<file path="src/hw/itc_consts.vh">
/*
 * constants of the integration timing, calibration and null sequencer:
 * command codes, period codes, preset periods, reset values and timing counts.
 * assumes a 20 MHz module clock; all periods count in 100 us ticks.
 */
`ifndef ITC_CONSTS_VH
`define ITC_CONSTS_VH

// clock and tick
`define ITC_CLK_MHZ 20
`define ITC_TICK_NS 100000
`define ITC_TICK_CYC ((`ITC_TICK_NS * `ITC_CLK_MHZ + 999) / 1000)

// command opcodes, upper five bits carry the period code commands
`define ITC_OP_SET_INT 5'h01
`define ITC_OP_CONV_PRESET 5'h02
`define ITC_OP_SET_CAL 5'h03
`define ITC_CMD_USER_PER 8'h01
`define ITC_CMD_LINE 8'h02
`define ITC_CMD_CAL_EN 8'h03
`define ITC_CMD_CAL_DIS 8'h04
`define ITC_CMD_CAL_ONE 8'h05
`define ITC_CMD_OFFS_MEAS 8'h06
`define ITC_CMD_NULL_EN 8'h07
`define ITC_CMD_NULL_DIS 8'h20
`define ITC_CMD_SAVE 8'h21
`define ITC_CMD_RESTORE 8'h22
`define ITC_CMD_CONV 8'h23

// preset periods in 100 us ticks, codes 0..6; code 7 picks the user register
`define ITC_PER_C0 16'h000A
`define ITC_PER_C1 16'h0064
`define ITC_PER_C2 16'h00A7
`define ITC_PER_C3 16'h00C8
`define ITC_PER_C4 16'h03E8
`define ITC_PER_C5 16'h0683
`define ITC_PER_C6 16'h0BB8
`define ITC_CODE_USER 3'h7
`define ITC_USER_MIN 16'h000A
`define ITC_USER_MAX 16'h0DAC

// reset values
`define ITC_RST_TINT 3'h2
`define ITC_RST_TCAL 3'h4
`define ITC_RST_USER 16'h00A7

// computation times in microseconds and their tick counts (rounded up)
`define ITC_CAL_MATH_US 9000
`define ITC_NULL_EXT_US 700
`define ITC_OFFS_MATH_US 3000
`define ITC_CAL_MATH_TK ((`ITC_CAL_MATH_US * 1000 + `ITC_TICK_NS - 1) / `ITC_TICK_NS)
`define ITC_NULL_EXT_TK ((`ITC_NULL_EXT_US * 1000 + `ITC_TICK_NS - 1) / `ITC_TICK_NS)
`define ITC_OFFS_MATH_TK ((`ITC_OFFS_MATH_US * 1000 + `ITC_TICK_NS - 1) / `ITC_TICK_NS)

// reference select
`define ITC_REF_INPUT 2'h0
`define ITC_REF_ZERO 2'h1
`define ITC_REF_SPAN 2'h2

`endif

</file>
<file path="src/hw/itc_seq.v">
/*
 * command sequencer of an integrating converter: integration period select,
 * calibration cycling, offset null. assumes the command bus decode, the
 * converter's count and the nonvolatile store sit outside on the same clock;
 * only the line pin is asynchronous.
 */
`timescale 1ns/100ps
`include "itc_consts.vh"

module itc_seq #(
	parameter RES_W = 22 // converter result width
) (
	input wire clk_i, // module clock, 20 MHz
	input wire rst_b_i, // sync reset, active low
	input wire cmd_wr_i, // command byte write strobe
	input wire [7:0] cmd_i, // command byte
	input wire [7:0] par1_i, // parameter byte 1, low
	input wire [7:0] par2_i, // parameter byte 2, high
	input wire line_i, // line sample pin, asynchronous
	input wire [RES_W-1:0] adc_count_i, // converter count at end of window
	input wire [RES_W-1:0] nv_offset_i, // stored offset from nonvolatile store
	input wire [2:0] nv_tint_i, // stored integration code
	input wire [2:0] nv_tcal_i, // stored calibration code
	output reg busy_o, // command in progress, active high
	output reg cmd_err_o, // last command rejected
	output reg integrate_o, // integration window open
	output reg [1:0] ref_sel_o, // converter input select
	output reg [RES_W-1:0] result_o, // conversion result
	output reg result_valid_o, // result strobe, one cycle
	output reg cal_done_o, // calibration cycle done, one cycle
	output reg nv_save_o, // save strobe, one cycle
	output reg [RES_W-1:0] nv_offset_o, // offset to save
	output reg [2:0] nv_tint_o, // integration code to save
	output reg [2:0] nv_tcal_o, // calibration code to save
	output reg null_en_o, // offset subtraction on
	output reg cal_en_o, // background calibration on
	output reg [15:0] user_per_o // user period register, 100 us units
);

localparam [2:0] S_IDLE = 3'h0;
localparam [2:0] S_INT = 3'h1;
localparam [2:0] S_MATH = 3'h2;
localparam [2:0] S_LINE = 3'h3;
localparam [2:0] S_FIN = 3'h4;

localparam [1:0] J_CONV = 2'h0;
localparam [1:0] J_CAL = 2'h1;
localparam [1:0] J_OFFS = 2'h2;

// tick counts are integer macros, cut to the timer width on purpose
localparam [31:0] CAL_MATH_W = `ITC_CAL_MATH_TK;
localparam [31:0] NULL_EXT_W = `ITC_NULL_EXT_TK;
localparam [31:0] OFFS_MATH_W = `ITC_OFFS_MATH_TK;
localparam [15:0] CAL_MATH = CAL_MATH_W[15:0];
localparam [15:0] NULL_EXT = NULL_EXT_W[15:0];
localparam [15:0] OFFS_MATH = OFFS_MATH_W[15:0];

reg [2:0] st_r;
reg [1:0] job_r;
reg span_r;
wire [2:0] conv_code;
reg [RES_W-1:0] raw_r;
reg boot_r;
reg tmr_load_r;
reg [15:0] tmr_val_r;
reg lm_start_r;
wire tmr_tick;
wire tmr_done;
wire lm_done;
wire [15:0] lm_period;
wire accept;
wire [15:0] par_word;

////////////////////////////////////////////////////////////////////////////////
// period code to ticks; code 7 is whatever the user register holds
function [15:0] per_ticks;
	input [2:0] code;
	input [15:0] user;
	begin
		case (code)
		3'h0: per_ticks = `ITC_PER_C0;
		3'h1: per_ticks = `ITC_PER_C1;
		3'h2: per_ticks = `ITC_PER_C2;
		3'h3: per_ticks = `ITC_PER_C3;
		3'h4: per_ticks = `ITC_PER_C4;
		3'h5: per_ticks = `ITC_PER_C5;
		3'h6: per_ticks = `ITC_PER_C6;
		default: per_ticks = user;
		endcase
	end
endfunction

////////////////////////////////////////////////////////////////////////////////
// sub-blocks

itc_tmr u_tmr (
	.clk_i(clk_i),
	.rst_b_i(rst_b_i),
	.load_i(tmr_load_r),
	.count_i(tmr_val_r),
	.tick_o(tmr_tick),
	.done_o(tmr_done)
);

itc_line_meas u_line (
	.clk_i(clk_i),
	.rst_b_i(rst_b_i),
	.line_i(line_i),
	.start_i(lm_start_r),
	.tick_i(tmr_tick),
	.done_o(lm_done),
	.period_o(lm_period)
);

////////////////////////////////////////////////////////////////////////////////
// command acceptance; background calibration never holds busy, so it yields
assign accept = cmd_wr_i && !busy_o;
assign par_word = {par2_i, par1_i};
assign conv_code = (cmd_i == `ITC_CMD_CONV) ? nv_tint_o : cmd_i[2:0];

// main sequencer
always @(posedge clk_i) begin
	if (!rst_b_i) begin
		st_r <= S_IDLE;
		job_r <= J_CONV;
		span_r <= 1'b0;
		raw_r <= {RES_W{1'b0}};
		boot_r <= 1'b1;
		tmr_load_r <= 1'b0;
		tmr_val_r <= 16'h0000;
		lm_start_r <= 1'b0;
		busy_o <= 1'b0;
		cmd_err_o <= 1'b0;
		integrate_o <= 1'b0;
		ref_sel_o <= `ITC_REF_INPUT;
		result_o <= {RES_W{1'b0}};
		result_valid_o <= 1'b0;
		cal_done_o <= 1'b0;
		nv_save_o <= 1'b0;
		nv_offset_o <= {RES_W{1'b0}};
		nv_tint_o <= `ITC_RST_TINT;
		nv_tcal_o <= `ITC_RST_TCAL;
		null_en_o <= 1'b0;
		cal_en_o <= 1'b0;
		user_per_o <= `ITC_RST_USER;
	end else begin
		tmr_load_r <= 1'b0;
		lm_start_r <= 1'b0;
		result_valid_o <= 1'b0;
		cal_done_o <= 1'b0;
		nv_save_o <= 1'b0;
		if (boot_r) begin
			// power-up: last saved parameters take effect
			boot_r <= 1'b0;
			nv_offset_o <= nv_offset_i;
			nv_tint_o <= nv_tint_i;
			nv_tcal_o <= nv_tcal_i;
		end else if (accept) begin
			// any running background cycle is dropped here
			busy_o <= 1'b1;
			cmd_err_o <= 1'b0;
			integrate_o <= 1'b0;
			span_r <= 1'b0;
			st_r <= S_FIN;
			if (cmd_i[7:3] == `ITC_OP_SET_INT) begin
				nv_tint_o <= cmd_i[2:0];
			end else if (cmd_i[7:3] == `ITC_OP_SET_CAL) begin
				nv_tcal_o <= cmd_i[2:0];
			end else if (cmd_i[7:3] == `ITC_OP_CONV_PRESET || cmd_i == `ITC_CMD_CONV) begin
				// preset code used once, default period untouched
				job_r <= J_CONV;
				ref_sel_o <= `ITC_REF_INPUT;
				st_r <= S_INT;
				integrate_o <= 1'b1;
				tmr_load_r <= 1'b1;
				tmr_val_r <= per_ticks(conv_code, user_per_o);
			end else begin
				case (cmd_i)
				`ITC_CMD_USER_PER: begin
					// out of range values are refused, register kept
					if (par_word >= `ITC_USER_MIN && par_word <= `ITC_USER_MAX) begin
						user_per_o <= par_word;
					end else begin
						cmd_err_o <= 1'b1;
					end
				end
				`ITC_CMD_LINE: begin
					lm_start_r <= 1'b1;
					st_r <= S_LINE;
				end
				`ITC_CMD_CAL_EN: cal_en_o <= 1'b1;
				`ITC_CMD_CAL_DIS: cal_en_o <= 1'b0;
				`ITC_CMD_CAL_ONE: begin
					job_r <= J_CAL;
					ref_sel_o <= `ITC_REF_ZERO;
					st_r <= S_INT;
					integrate_o <= 1'b1;
					tmr_load_r <= 1'b1;
					tmr_val_r <= per_ticks(nv_tcal_o, user_per_o);
				end
				`ITC_CMD_OFFS_MEAS: begin
					job_r <= J_OFFS;
					ref_sel_o <= `ITC_REF_INPUT;
					st_r <= S_INT;
					integrate_o <= 1'b1;
					tmr_load_r <= 1'b1;
					tmr_val_r <= per_ticks(nv_tint_o, user_per_o);
				end
				`ITC_CMD_NULL_EN: null_en_o <= 1'b1;
				`ITC_CMD_NULL_DIS: null_en_o <= 1'b0;
				`ITC_CMD_SAVE: nv_save_o <= 1'b1;
				`ITC_CMD_RESTORE: begin
					nv_offset_o <= nv_offset_i;
					nv_tint_o <= nv_tint_i;
					nv_tcal_o <= nv_tcal_i;
				end
				default: cmd_err_o <= 1'b1;
				endcase
			end
		end else begin
			case (st_r)
			S_IDLE: begin
				// background cycle only while nothing else is pending
				if (cal_en_o) begin
					job_r <= J_CAL;
					span_r <= 1'b0;
					ref_sel_o <= `ITC_REF_ZERO;
					st_r <= S_INT;
					integrate_o <= 1'b1;
					tmr_load_r <= 1'b1;
					tmr_val_r <= per_ticks(nv_tcal_o, user_per_o);
				end
			end
			S_INT: begin
				if (tmr_done) begin
					integrate_o <= 1'b0;
					raw_r <= adc_count_i;
					tmr_load_r <= 1'b1;
					st_r <= S_MATH;
					if (job_r == J_CAL && !span_r) begin
						// second half of the cycle on the span reference
						span_r <= 1'b1;
						ref_sel_o <= `ITC_REF_SPAN;
						integrate_o <= 1'b1;
						st_r <= S_INT;
						tmr_val_r <= per_ticks(nv_tcal_o, user_per_o);
					end else if (job_r == J_CAL) begin
						tmr_val_r <= CAL_MATH;
					end else if (job_r == J_OFFS) begin
						tmr_val_r <= OFFS_MATH;
					end else begin
						tmr_val_r <= null_en_o ? NULL_EXT : 16'h0000;
					end
				end
			end
			S_MATH: begin
				if (tmr_done) begin
					st_r <= S_FIN;
					ref_sel_o <= `ITC_REF_INPUT;
					if (job_r == J_CAL) begin
						cal_done_o <= 1'b1;
					end else if (job_r == J_OFFS) begin
						nv_offset_o <= raw_r;
					end else begin
						result_valid_o <= 1'b1;
						result_o <= null_en_o ? raw_r - nv_offset_o : raw_r;
					end
				end
			end
			S_LINE: begin
				// no timeout: a dead line pin holds busy until reset
				if (lm_done) begin
					user_per_o <= lm_period;
					st_r <= S_FIN;
				end
			end
			S_FIN: begin
				busy_o <= 1'b0;
				st_r <= S_IDLE;
			end
			default: st_r <= S_IDLE;
			endcase
		end
	end
end

endmodule

</file>
<file path="src/hw/itc_tmr.v">
/*
 * tick timer: loads a count of 100 us ticks and runs it down.
 * assumes load_i is a one-cycle pulse from logic on the same clock.
 */
`timescale 1ns/100ps
`include "itc_consts.vh"

module itc_tmr (
	input wire clk_i, // module clock
	input wire rst_b_i, // sync reset, active low
	input wire load_i, // load pulse
	input wire [15:0] count_i, // ticks to run
	output wire tick_o, // one-cycle tick pulse
	output wire done_o // count ran out
);

// full-width copy first, then cut to the prescaler width on purpose
localparam [31:0] TICK_LAST_W = `ITC_TICK_CYC - 1;
localparam [11:0] TICK_LAST = TICK_LAST_W[11:0];

reg [11:0] pre_r;
reg [15:0] cnt_r;

////////////////////////////////////////////////////////////////////////////////
// prescaler restarts on load so the first tick is a full tick
always @(posedge clk_i) begin
	if (!rst_b_i) begin
		pre_r <= 12'h000;
		cnt_r <= 16'h0000;
	end else if (load_i) begin
		pre_r <= 12'h000;
		cnt_r <= count_i;
	end else if (pre_r == TICK_LAST) begin
		pre_r <= 12'h000;
		if (cnt_r != 16'h0000) begin
			cnt_r <= cnt_r - 16'h0001;
		end
	end else begin
		pre_r <= pre_r + 12'h001;
	end
end

assign tick_o = (pre_r == TICK_LAST);
// masked in the load cycle so a stale zero never reads as done
assign done_o = (cnt_r == 16'h0000) && !load_i;

endmodule

</file>
<file path="src/hw/itc_line_meas.v">
/*
 * line period measurement: rising edge to rising edge of the line pin,
 * counted in 100 us ticks. assumes a clean signal; with none it waits forever.
 */
`timescale 1ns/100ps

module itc_line_meas (
	input wire clk_i, // module clock
	input wire rst_b_i, // sync reset, active low
	input wire line_i, // line pin, asynchronous
	input wire start_i, // start pulse
	input wire tick_i, // 100 us tick
	output reg done_o, // measurement finished pulse
	output reg [15:0] period_o // measured ticks
);

localparam [1:0] LM_IDLE = 2'h0;
localparam [1:0] LM_ARM = 2'h1;
localparam [1:0] LM_CNT = 2'h2;

reg line_s1_r;
reg line_s2_r;
reg line_d_r;
reg [1:0] st_r;
reg [15:0] cnt_r;
wire rise;

////////////////////////////////////////////////////////////////////////////////
// two-stage synchroniser, edge detection on the second stage only
always @(posedge clk_i) begin
	if (!rst_b_i) begin
		line_s1_r <= 1'b0;
		line_s2_r <= 1'b0;
		line_d_r <= 1'b0;
	end else begin
		line_s1_r <= line_i;
		line_s2_r <= line_s1_r;
		line_d_r <= line_s2_r;
	end
end

assign rise = line_s2_r && !line_d_r;

// edge to edge counter, saturates instead of wrapping
always @(posedge clk_i) begin
	if (!rst_b_i) begin
		st_r <= LM_IDLE;
		cnt_r <= 16'h0000;
		done_o <= 1'b0;
		period_o <= 16'h0000;
	end else begin
		done_o <= 1'b0;
		case (st_r)
		LM_IDLE: begin
			if (start_i) begin
				st_r <= LM_ARM;
			end
		end
		LM_ARM: begin
			cnt_r <= 16'h0000;
			if (rise) begin
				st_r <= LM_CNT;
			end
		end
		LM_CNT: begin
			if (rise) begin
				period_o <= cnt_r;
				done_o <= 1'b1;
				st_r <= LM_IDLE;
			end else if (tick_i && cnt_r != 16'hFFFF) begin
				cnt_r <= cnt_r + 16'h0001;
			end
		end
		default: begin
			st_r <= LM_IDLE;
		end
		endcase
	end
end

endmodule

</file>
<file path="config.mk">
export PLATFORM = sky130hd
export DESIGN_NAME = itc_seq
export DESIGN_NICKNAME = d
export VERILOG_FILES = /design/src/hw/itc_seq.v /design/src/hw/itc_tmr.v /design/src/hw/itc_line_meas.v
export VERILOG_INCLUDE_DIRS = /design/src /design/src/hw
export SDC_FILE = /design/constraint.sdc
export NUM_CORES = 1
export LEC_CHECK = 0
export ABC_AREA = 0
export BUFFER_PORTS_ARGS = -buffer_cell sky130_fd_sc_hd__buf_4
export CAP_MARGIN = 30
export CELL_PAD_IN_SITES_DETAIL_PLACEMENT = 1
export CELL_PAD_IN_SITES_GLOBAL_PLACEMENT = 1
export CORE_MARGIN = 4
export CORE_UTILIZATION = 44
export CTS_BUF_LIST = sky130_fd_sc_hd__clkbuf_4 sky130_fd_sc_hd__clkbuf_8
export CTS_CLUSTER_SIZE = 25
export DETAILED_ROUTE_END_ITERATION = 8
export GPL_TIMING_DRIVEN = 0
export PLACE_DENSITY_LB_ADDON = 0.1
export SLEW_MARGIN = 20
export SYNTH_ARGS = -nofsm -noshare
export SYNTH_HDL_FRONTEND = slang
export SYNTH_SLANG_ARGS = --single-unit
</file>
<file path="constraint.sdc">
create_clock -name clk_i -period 3.15 [get_ports clk_i]
set_clock_uncertainty 0.1 [all_clocks]
set_input_delay 0.1575 -clock clk_i [delete_from_list [all_inputs] [get_ports clk_i]]
set_output_delay 0.1575 -clock clk_i [all_outputs]
set_load 0.03 [all_outputs]
</file>
==> results.toml, run 1 <==
[outcome]
status = "finished, final reports clean"

[finish]
nets = 1753
antennaDiodeCount = 0
final_util_pct = 56.66
drive_gt1_share_pct = 16.00
num-fill-cells = 2990
syn_to_final_growth_pct = 25.70

[sta]
setup_viol = 0
maxSlewViolCount = 0
fin_crit_ns = 3.077
tightestPinTransition_ns = 0.9619
fmax_ghz = 0.3249
hold_viol = 0
layout_setup_ws_ns = 0.07252
finalCritPeriodShare_pct = 97.70
maxSlewHeadroom_pct = 35.88

[yosys]
synth_edf_count = 0
synthFlopType = "dfxtp_1"
avgSynthCellArea_um2 = 7.625
synth.distinct_cells = 90
synth.largest_area_cell = "dfxtp_1"
syn_nets = 1510
ys_ff_latch = 189
synth.top_cells.by_area = "dfxtp_1 (35%), nand2_1 (7.6%), a21oi_1 (6.2%)"
synth_seq_area_share_pct = 35.44
syn_inst = 1400
synth_top_area_share_pct = 35.44
ys_warn_count = 0
syn_area_mm2 = 0.01068
synthArstFlopShare_pct = 0

[cts]
clk_path_buf_depth = 2
cts_tree = "built"
numClockSinks = 189
clkTransAtPathRegs_ns = 0.12
htree_levels = 4
clock-root-buffer = "clkbuf_8"
insertion_delay_ns = 0.50
cts-buffers-inserted = 17

[place]
hpwl_um = 30730
dp_slack_ns = -0.1084
routabilityCongestion = 0.9774
io_buffers = 149

[critical_path]
critPathMaxFanout = 4
rrSetupSlack_ns = 0.07
cp.arrival_ns = 3.33
crit_path_end_kind = "flip-flop"
reg2reg_to = "result_o[19]$_SDFFE_PN0P_"
critPathKind = "reg -> reg"
endpoint = "result_o[19]$_SDFFE_PN0P_"
cpPeakStageDelay_ns = 0.63
crit_buf_inv = 1
cp.required_ns = 3.40
crit_slowest_cell = "o41ai_1"
r2r_start = "nv_offset_o[4]$_SDFFE_PN0P_"
cp-startpoint = "nv_offset_o[4]$_SDFFE_PN0P_"
worst_setup_path_start_kind = "flip-flop"
crit_cells = 10
reg2regPathDepth = 10
path_cells = "inv_1 -> ha_1 -> a21o_1 -> nor3_1 -> a21bo_2 -> a21boi_0 -> o41ai_1 -> o21ai_0 -> xnor2_1 -> o22ai_1"
path_delay_family = "compound AO/OA/AOI/OAI gates"

[floorplanning]
dieWidth_um = 163.8
core_region_area_mm2 = 0.02368
placementRows = 56
num_io_pins = 154
die_area_mm2 = 0.02682
start_util_pct = 45.08
die_y_um = 163.8

[power_and_ir_drop]
power_leakage_nw = 5.163
irDropWorstVdd_mv = 0.3089
powerDensity_mw_per_mm2 = 425.4

[global_route]
grt_max_degree = 21
antenna_found_initial = 0
grt_use_total_pct = 31.80
grt_remaining_overflow = 0
grt_pass1_wl_um = 67410
grt_pass1_vias = 12259

[drt]
drtIter0Drc = 843
vias = 11667
drtAntennaViolNets = 0
drc = 0
viasPerCell = 5.907
post_drt_wl_per_cell_um = 21.47
routed_wirelength_um = 42400
first_pass_iters = 5

[hold_path]
hp-class = "in -> reg"
hold_start = "cmd_i[4]"
hold_depth = 4

[job]
maxCapViolCount = 0
==> sequential cells by signal (all words and copies together) (netlist names), 16 cells and up <==
name / cells
nv_offset_o: 22
raw_r: 22
result_o: 22
tmr_val_r: 16
u_line.cnt_r: 16
u_line.period_o: 16
u_tmr.cnt_r: 16
user_per_o: 16
==> Yosys cell counts (8+ instances only) <==
library cell and count:
a211oi_1 19, a21o_1 12, a21oi_1 132, a311oi_1 35
a31oi_1 16, and2_1 9, and3_1 18, buf_2 18
clkbuf_1 66, dfxtp_1 189, ha_1 31, inv_1 47
mux2i_1 13, nand2_1 216, nand2b_1 22, nand3_1 32
nand4_1 15, nor2_1 162, nor2b_1 8, nor3_1 29
nor4_1 12, o211ai_1 9, o21ai_0 97, or3_1 14
xnor2_1 16, xor2_1 18
==> routing by layer <==
layer / wire length [µm] / share of wire (%) / track usage (%) / vias up
met5: 0 / 0 / 0 / -
met1: 17390 / 41 / 38.18 / 5686
met4: 1395 / 3.3 / 11.48 / 0
li1: - / - / - / 5479
met2: 21090 / 50 / 57.12 / 407
met3: 2518 / 5.9 / 5.295 / 95
==> layout by cell type (no fill, tap or decap), types with 6 or more instances in the layout <==
cell | netlist | final
nor4_1 | 12 | 12
dfxtp_1 | 189 | 189
nor2b_1 | 8 | 8
a311oi_1 | 35 | 35
ha_1 | 31 | 31
and3_1 | 18 | 18
a21oi_2 | 6 | 7
nand4_1 | 15 | 15
dlygate4sd3_1 | 0 | 73
or3_1 | 14 | 14
a31oi_1 | 16 | 16
nand3_1 | 32 | 32
nand2_1 | 216 | 216
mux2i_1 | 13 | 13
o22ai_1 | 7 | 7
a21o_1 | 12 | 12
a21oi_1 | 132 | 131
nor3_1 | 29 | 29
and2_1 | 9 | 9
xnor2_1 | 16 | 16
clkbuf_8 | 0 | 17
nand2b_1 | 22 | 22
inv_1 | 47 | 47
a22o_1 | 6 | 6
clkbuf_1 | 66 | 64
buf_2 | 18 | 18
a211oi_1 | 19 | 19
o21ai_0 | 97 | 96
nor2_1 | 162 | 161
buf_4 | 0 | 151
xor2_1 | 18 | 18
o211ai_1 | 9 | 9
==> worst min-delay path: cells and delay by family <==
kind / cells / cell delay [ns]
buffers and inverters: 1 / 0.11
AND/OR/NAND/NOR: 3 / 0.31
==> final cells by class <==
cell class | instances | area [µm²] | area share [%]
Clock buffer | 17 | 234.0 | 1.744
Inverter | 49 | 183.9 | 1.371
Tap cell | 319 | 399.1 | 2.974
Multi-Input combinational cell | 1069 | 6345 | 47.28
Sequential cell | 189 | 3784 | 28.20
Timing Repair Buffer | 224 | 1864 | 13.89
Clock inverter | 15 | 197.7 | 1.473
Buffer | 93 | 411.6 | 3.068
==> kinds of logic (layout without fill, tap and decap cells) <==
logic type	Yosys count	after routing	share of synthesized area [%]
multiplexers	15	15	1.430
XOR/XNOR	34	34	2.789
AND/OR/NAND/NOR	573	573	25.08
buffers and inverters	142	398	5.555
flip-flops	189	189	35.44
AO/OA/AOI/OAI	415	415	25.88
adder cells (fa/ha/maj)	32	32	3.821
==> where the power goes <==
| group | internal, W | switching (W) | total [W] |
|---|---|---|---|
| clock network | 0.000683 | 0.00107 | 0.00175 |
| logic | 0.000546 | 0.000860 | 0.00141 |
| registers | 0.00247 | 0.0000786 | 0.00255 |
| total | 0.00370 | 0.00201 | 0.00571 |
==> through the flow <==
| step | cell area, µm² | hold WS [ns] | instances | total power, W | setup TNS (ns) |
|---|---|---|---|---|---|
| after global routing | 13420 | 0.01747 | 1975 | 0.005970 | -0.02838 |
| after floorplan | 10680 | 0.1848 | 1400 | 0.003421 | 0 |
| after global placement | 12190 | 0.2666 | 1868 | 0.003835 | -0.07833 |
| after detailed placement | 12190 | 0.2893 | 1868 | 0.003870 | -0.1084 |
| after CTS | 13370 | 0.002384 | 1973 | 0.005687 | 0 |
| final | 13420 | 0.04069 | 1975 | 0.005709 | 0 |
==> how the worst min path moves through the flow <==
stage / slack (ns) / to
floorplan: 0.18 / u_line.line_s1_r$_SDFF_PN0_
global placement: 0.27 / u_line.line_s1_r$_SDFF_PN0_
detailed placement: 0.29 / u_line.line_s1_r$_SDFF_PN0_
CTS: 0.002 / cal_en_o$_SDFFE_PN0P_
global route: 0.02 / lm_start_r$_SDFF_PP0_
finish: 0.04 / lm_start_r$_SDFF_PP0_
==> what timing repair did <==
action	CTS	global route
setup buffers	0	2
hold buffers	73	0
pin swaps	0	0
cloned	0	0
endpoints found under the setup margin	2	9
resized for setup	3	13
hold endpoints to repair	68	0
No activity file was read; power rests on OpenSTA's default activity.
==> inputs of run 2 (changes only) <==
BUFFER_PORTS_ARGS = unset   (was -buffer_cell sky130_fd_sc_hd__buf_4)
CORE_UTILIZATION = 52   (was 44)
DONT_BUFFER_PORTS = 1   (was unset)
clock period = 3.6 ns   (was 3.15 ns; I/O delays follow)
==> run 2 against run 1 <==
Die area is 15% lower. Core utilization is 3.7 points higher. Worst hold slack better by 0.010 ns.
==> results.toml, run 2 (same netlist as run 1, synthesis figures left out) <==
[outcome]
status = "finished, final reports clean"

[drt]
viasPerCell = 6.413
routed_wirelength_um = 41980
drtIter0Drc = 802
first_pass_iters = 7
post_drt_wl_per_cell_um = 23.58
drtAntennaViolNets = 0
drc = 0
vias = 11415

[cts]
htree_levels = 4
clkTransAtPathRegs_ns = 0.12
insertion_delay_ns = 0.51
cts-buffers-inserted = 17
numClockSinks = 189
clock-root-buffer = "clkbuf_8"
cts_tree = "built"
clk_path_buf_depth = 2
cts_setup_buffers = 0

[power_and_ir_drop]
irDropWorstVdd_mv = 0.2502
powerDensity_mw_per_mm2 = 400.5
power_leakage_nw = 4.403

[finish]
reg_top3 = "nv_offset_o: 22 flops, raw_r: 22 flops, result_o: 22 flops"
fin_cells = 1780
drive_gt1_share_pct = 7.091
final_common_cell = "nand2_1"
syn_to_final_growth_pct = 14.48
nets = 1606
num-fill-cells = 2570
layout_common_cells = "nand2_1 (216), dfxtp_1 (188), nor2_1 (162), a21oi_1 (132), o21ai_0 (96)"

[critical_path]
critPathKind = "reg -> reg"
crit_path_end_kind = "flip-flop"
worst_setup_path_start_kind = "flip-flop"
cpPeakStageDelay_ns = 0.55
path_cells = "inv_1 -> ha_1 -> a21o_1 -> a21o_1 -> a2111oi_0 -> nor3_1 -> o2111ai_1 -> a2111oi_0 -> or4_1 -> nor2_1"
crit_slowest_cell = "dfxtp_1"
cp.required_ns = 3.94
path_delay_family = "compound AO/OA/AOI/OAI gates"
cp.arrival_ns = 3.74
critPathMaxFanout = 5
crit_buf_inv = 1

[global_route]
met3_usage_pct = 8.109
grt_max_degree = 23
gr-max-usage-layer = "met2"
use_met1_pct = 41.58
grt.met2_usage_pct = 62.32
grt_use_total_pct = 36.38
grt_remaining_overflow = 0
grt_pass1_vias = 11814
antenna_found_initial = 1
grt_pass1_wl_um = 64580

[floorplanning]
placementRows = 52
die_y_um = 151.3
start_util_pct = 52.76
num_io_pins = 154
core_region_area_mm2 = 0.02023
die_area_mm2 = 0.02289
dieWidth_um = 151.3

[sta]
setup_viol = 0
hold_viol = 0
maxSlewViolCount = 0
finalCritPeriodShare_pct = 94.65
tightestPinTransition_ns = 0.9879
fmax_ghz = 0.2935
finalSetupTns_ns = 0
maxSlewHeadroom_pct = 34.14
rsz0062_at_grt = "no"
fin_crit_ns = 3.408
holdWs_ns = 0.05089

[hold_path]
hp-class = "in -> reg"

[place]
hpwl_um = 29210
io_buffers = 0
post-place-cells = 1670
routabilityCongestion = 0.9387

[job]
maxCapViolCount = 0
==> run 2: cell count changes in the layout (fill, tap and decap cells not counted), sizes merged <==
cell and delta:
buf -151, clkinv -3, dlygate4sd3 +4, bufinv -1, inv +4, diode +1
==> run 2: power breakdown <==
part / switching (W) / total (W) / internal (W)
clock: 0.00100 / 0.00156 / 0.000554
combinational: 0.000653 / 0.00103 / 0.000376
sequential: 0.000145 / 0.00231 / 0.00216
==> run 2: final timing paths <==
check | from | end | slack [ns] | depth (start not counted)
worst max register to register | nv_offset_o[10]$_SDFFE_PN0P_ | result_o[21]$_SDFFE_PN0P_ | 0.19 | 10
worst max-delay path | nv_offset_o[10]$_SDFFE_PN0P_ | result_o[21]$_SDFFE_PN0P_ | 0.19 | 10
worst min-delay path | cmd_i[4] | lm_start_r$_SDFF_PP0_ | 0.05 | 4
worst min register to register | u_tmr.pre_r[0]$_SDFF_PP0_ | u_tmr.pre_r[0]$_SDFF_PP0_ | 0.35 | 1
==> run 2: layout make-up <==
cell class                      count  area (µm²)  share of cell area, %
Buffer                             93       409.1                  3.348
Clock inverter                     15       198.9                  1.628
Timing Repair Buffer               77       770.7                  6.307
Tap cell                          270       337.8                  2.764
Inverter                           49       183.9                  1.505
Antenna cell                        1       2.502                0.02048
Clock buffer                       17       234.0                  1.915
Multi-Input combinational cell   1069        6299                  51.54
Sequential cell                   189        3785                  30.97
==> run 2: through the flow <==
stage          setup WS (ns)  util, %  power [W]  instance area [µm²]
2_1_floorplan         0.6625        -   0.002993                10680
3_3_place_gp          0.2184    54.43   0.003228                11010
3_5_place_dp          0.1397    54.43   0.003261                11010
4_1_cts              0.07941    60.38   0.004846                12220
5_1_grt              0.07108    60.39   0.005071                12220
6_report              0.1925    60.39   0.004895                12220
==> run 2: repair_timing <==
action                                  in CTS  in global routing
hold buffers                                77                  0
hold endpoints to repair                    72                  0
resized for setup                            1                  2
endpoints found under the setup margin       1                  1
==> run 2: tightest hold or removal path, delay by kind of cell <==
kind	cells	cell delay [ns]
buffers and inverters	1	0.11
and+or+nand+nor	3	0.30
==> run 2: layer usage <==
| layer | vias up | routed length [µm] |
|---|---|---|
| met5 | - | 0 |
| met4 | 0 | 2423 |
| met3 | 177 | 3498 |
| met2 | 550 | 19900 |
| met1 | 5508 | 16160 |
| li1 | 5180 | - |
==> inputs of run 3 (changes only) <==
CORE_UTILIZATION = 53   (was 52)
SYNTH_HIERARCHICAL = 1   (was unset)
==> run 3 against run 2 <==
Sequential share of layout area shrank 0.51 points. Global-route usage grew 2.0 points. Via count grew 4.3%. Critical path type unchanged. Highest routed layer is now met5.
==> results.toml, run 3 <==
[outcome]
status = "finished, final reports clean"

[drt]
vias = 11901
drc = 0
met2_length_um = 21050
wl_met3_um = 4220
wl_met1_um = 16870
first_pass_iters = 6
drtIter0Drc = 946
drtAntennaViolNets = 0
post_drt_wl_per_cell_um = 24.72
routed_wirelength_um = 44370
viasPerCell = 6.630
highest_layer = "met5"

[critical_path]
rrSetupSlack_ns = 0.17
cp.required_ns = 3.89
crit_path_end_kind = "flip-flop"
endpoint = "result_o[15]$_SDFFE_PN0P_"
r2r_start = "u_tmr/cnt_r[0]$_SDFFE_PN0P_"
critPathMostFrequentCell = "a21oi_1"
crit_slowest_cell = "dfxtp_1"
cpPeakStageDelay_ns = 0.36
worst_setup_path_start_kind = "flip-flop"
cp-startpoint = "u_tmr/cnt_r[0]$_SDFFE_PN0P_"
critPathMaxFanout = 10
path_cells = "inv_1 -> ha_1 -> nor3b_4 -> nand4b_1 -> nor2_4 -> nand2_1 -> nor3_2 -> nand3_1 -> clkbuf_1 -> clkbuf_2 -> a21oi_1 -> a21oi_1"
reg2regPathDepth = 12
cp.arrival_ns = 3.73
reg2reg_to = "result_o[15]$_SDFFE_PN0P_"
critPathKind = "reg -> reg"

[sta]
finalCritPeriodShare_pct = 95.41
tightestPinTransition_ns = 0.9152
setup_viol = 0
finalSetupTns_ns = 0
maxSlewHeadroom_pct = 38.99
fmax_ghz = 0.2912
rsz0062_at_grt = "no"
layout_setup_ws_ns = 0.1654
maxSlewViolCount = 0
hold_viol = 0
fin_crit_ns = 3.435

[yosys]
synth_seq_area_share_pct = 34.62
synth.distinct_cells = 102
ys_warn_count = 6
ys_ff_latch = 189
syn_inst = 1419
yosys.area_share.simple_pct = 25.86
synth.top_cells.by_area = "dfxtp_1 (35%), nand2_1 (8.3%), a21oi_1 (5.9%)"
synthAdderAreaFrac_pct = 3.159
synth.largest_area_cell = "dfxtp_1"
synth_top_area_share_pct = 34.62
avgSynthCellArea_um2 = 7.703
synthFlopType = "dfxtp_1"
muxShareOfSynthArea_pct = 1.534
synth_top_family_by_area = "compound AO/OA/AOI/OAI gates"
synth-xor-area-share_pct = 1.923
synth_edf_count = 0
yosysMostFrequentCell = "nand2_1"
synth-compound-area-share_pct = 26.76
syn_nets = 1524
synthArstFlopShare_pct = 0
synth_common_cells = "nand2_1 (242), dfxtp_1 (189), nor2_1 (133), a21oi_1 (129), o21ai_0 (89)"
syn_area_mm2 = 0.01093

[finish]
drive_gt1_share_pct = 7.410
final_util_pct = 61.38
stdcell_area_mm2 = 0.01242
nets = 1617
layout_common_cells = "nand2_1 (242), dfxtp_1 (189), nor2_1 (132), a21oi_1 (129), o21ai_0 (89)"
reg_top3 = "nv_offset_o: 22 flops, raw_r: 22 flops, result_o: 22 flops"
syn_to_final_growth_pct = 13.63
num-fill-cells = 2516
final_common_cell = "nand2_1"
antennaDiodeCount = 0

[cts]
insertion_delay_ns = 0.50
cts_tree = "built"
clk_path_buf_depth = 2
numClockSinks = 189
htree_levels = 4
cts-buffers-inserted = 17
clkTransAtPathRegs_ns = 0.13
clock-root-buffer = "clkbuf_8"

[floorplanning]
core_region_area_mm2 = 0.02023
die_area_mm2 = 0.02299
start_util_pct = 54.02
dieWidth_um = 151.6
die_y_um = 151.6
placementRows = 52
num_io_pins = 154

[hold_path]
hold_start = "cmd_i[2]"
hp-class = "in -> reg"

[place]
hpwl_um = 30030
dpl_cell_area_mm2 = 0.01127
routabilityCongestion = 0.9488
dp_slack_ns = -0.2904
io_buffers = 0

[power_and_ir_drop]
power_leakage_nw = 4.463
p_total_w = 0.004713
powerDensity_mw_per_mm2 = 379.4
irDropWorstVdd_mv = 0.2366

[global_route]
antenna_found_initial = 1
grt_pass1_vias = 12393
grt_remaining_overflow = 0
grt_pass1_wl_um = 68920
grt_use_total_pct = 38.38
grt_max_degree = 20

[job]
maxCapViolCount = 0
## run 3: changes by cell type in the layout (fill, tap and decap cells not counted), sizes merged, moves of 7 or more
cell	before	now
nand3	33	40
a211oi	19	11
nand2b	22	15
a21boi	2	9
clkbuf	83	91
nand2	218	242
nor2	164	135
a21oi	138	130
o211ai	9	26
and3	18	10
o21a	5	14
xor2	18	9
## run 3: area by class of cell
class / instances / area [µm²] / area share, %
clock inverter: 14 / 145.1 / 1.169
clock buffer: 18 / 247.7 / 1.995
inverter: 46 / 172.7 / 1.390
timing repair buffer: 74 / 735.7 / 5.923
buffer: 97 / 504.2 / 4.060
sequential: 189 / 3784 / 30.46
multi-input combinational: 1087 / 6494 / 52.28
tap: 270 / 337.8 / 2.720
## run 3: where the power goes
group / total, W / leakage [nW] / internal [W] / switching, W
clock: 0.00146 / 0.198 / 0.000536 / 0.000921
combinational: 0.000960 / 2.73 / 0.000355 / 0.000605
sequential: 0.00230 / 1.53 / 0.00216 / 0.000139
## run 3: critical path, delay by kind of cell (launching register included)
family / cells / cell delay (ns)
simple gates: 6 / 1.50
fa+ha+maj: 1 / 0.19
flops: 1 / 0.36
compound gates: 2 / 0.40
buf+inv: 3 / 0.77
## run 3: how the worst min path moves through the flow
stage	end	cells after the start
after global placement	u_line/line_s1_r$_SDFF_PN0_	1
final	nv_tint_o[2]$_SDFFE_PN0P_	5
after floorplan	u_line/line_s1_r$_SDFF_PN0_	1
after detailed placement	u_line/line_s1_r$_SDFF_PN0_	1
after CTS	nv_tcal_o[2]$_SDFFE_PN1P_	4
after global routing	cal_en_o$_SDFFE_PN0P_	4
## run 3: logic make-up after synthesis
logic type | after synthesis
DFF | 189
and+or+nand+nor | 578
adders and majority gates | 27
buffers and inverters | 143
AOI/OAI and AO/OA | 442
muxes | 16
xor gates and xnor gates | 24
## run 3: through the flow
stage	cells	hold slack [ns]
finish	1795	0.06347
global route	1795	0.06896
CTS	1793	0.04170
detailed placement	1689	0.2167
global placement	1689	0.2108
floorplan	1419	0.2073
## run 3: metal layers
| metal | global-route usage, % | vias up |
|---|---|---|
| li1 | - | 5318 |
| met1 | 46.16 | 5764 |
| met2 | 62.86 | 615 |
| met3 | 11.01 | 202 |
| met4 | 18.91 | 2 |
| met5 | 0 | - |
## run 3: repair_timing
| item | 4_1_cts | 5_1_grt |
|---|---|---|
| hold buffers | 72 | 0 |
| pin swaps | 1 | 0 |
| setup endpoints to repair | 40 | 46 |
| resized for setup | 4 | 6 |
| endpoints found under the hold margin | 76 | 0 |
| setup buffers | 0 | 2 |
| gates cloned | 0 | 0 |
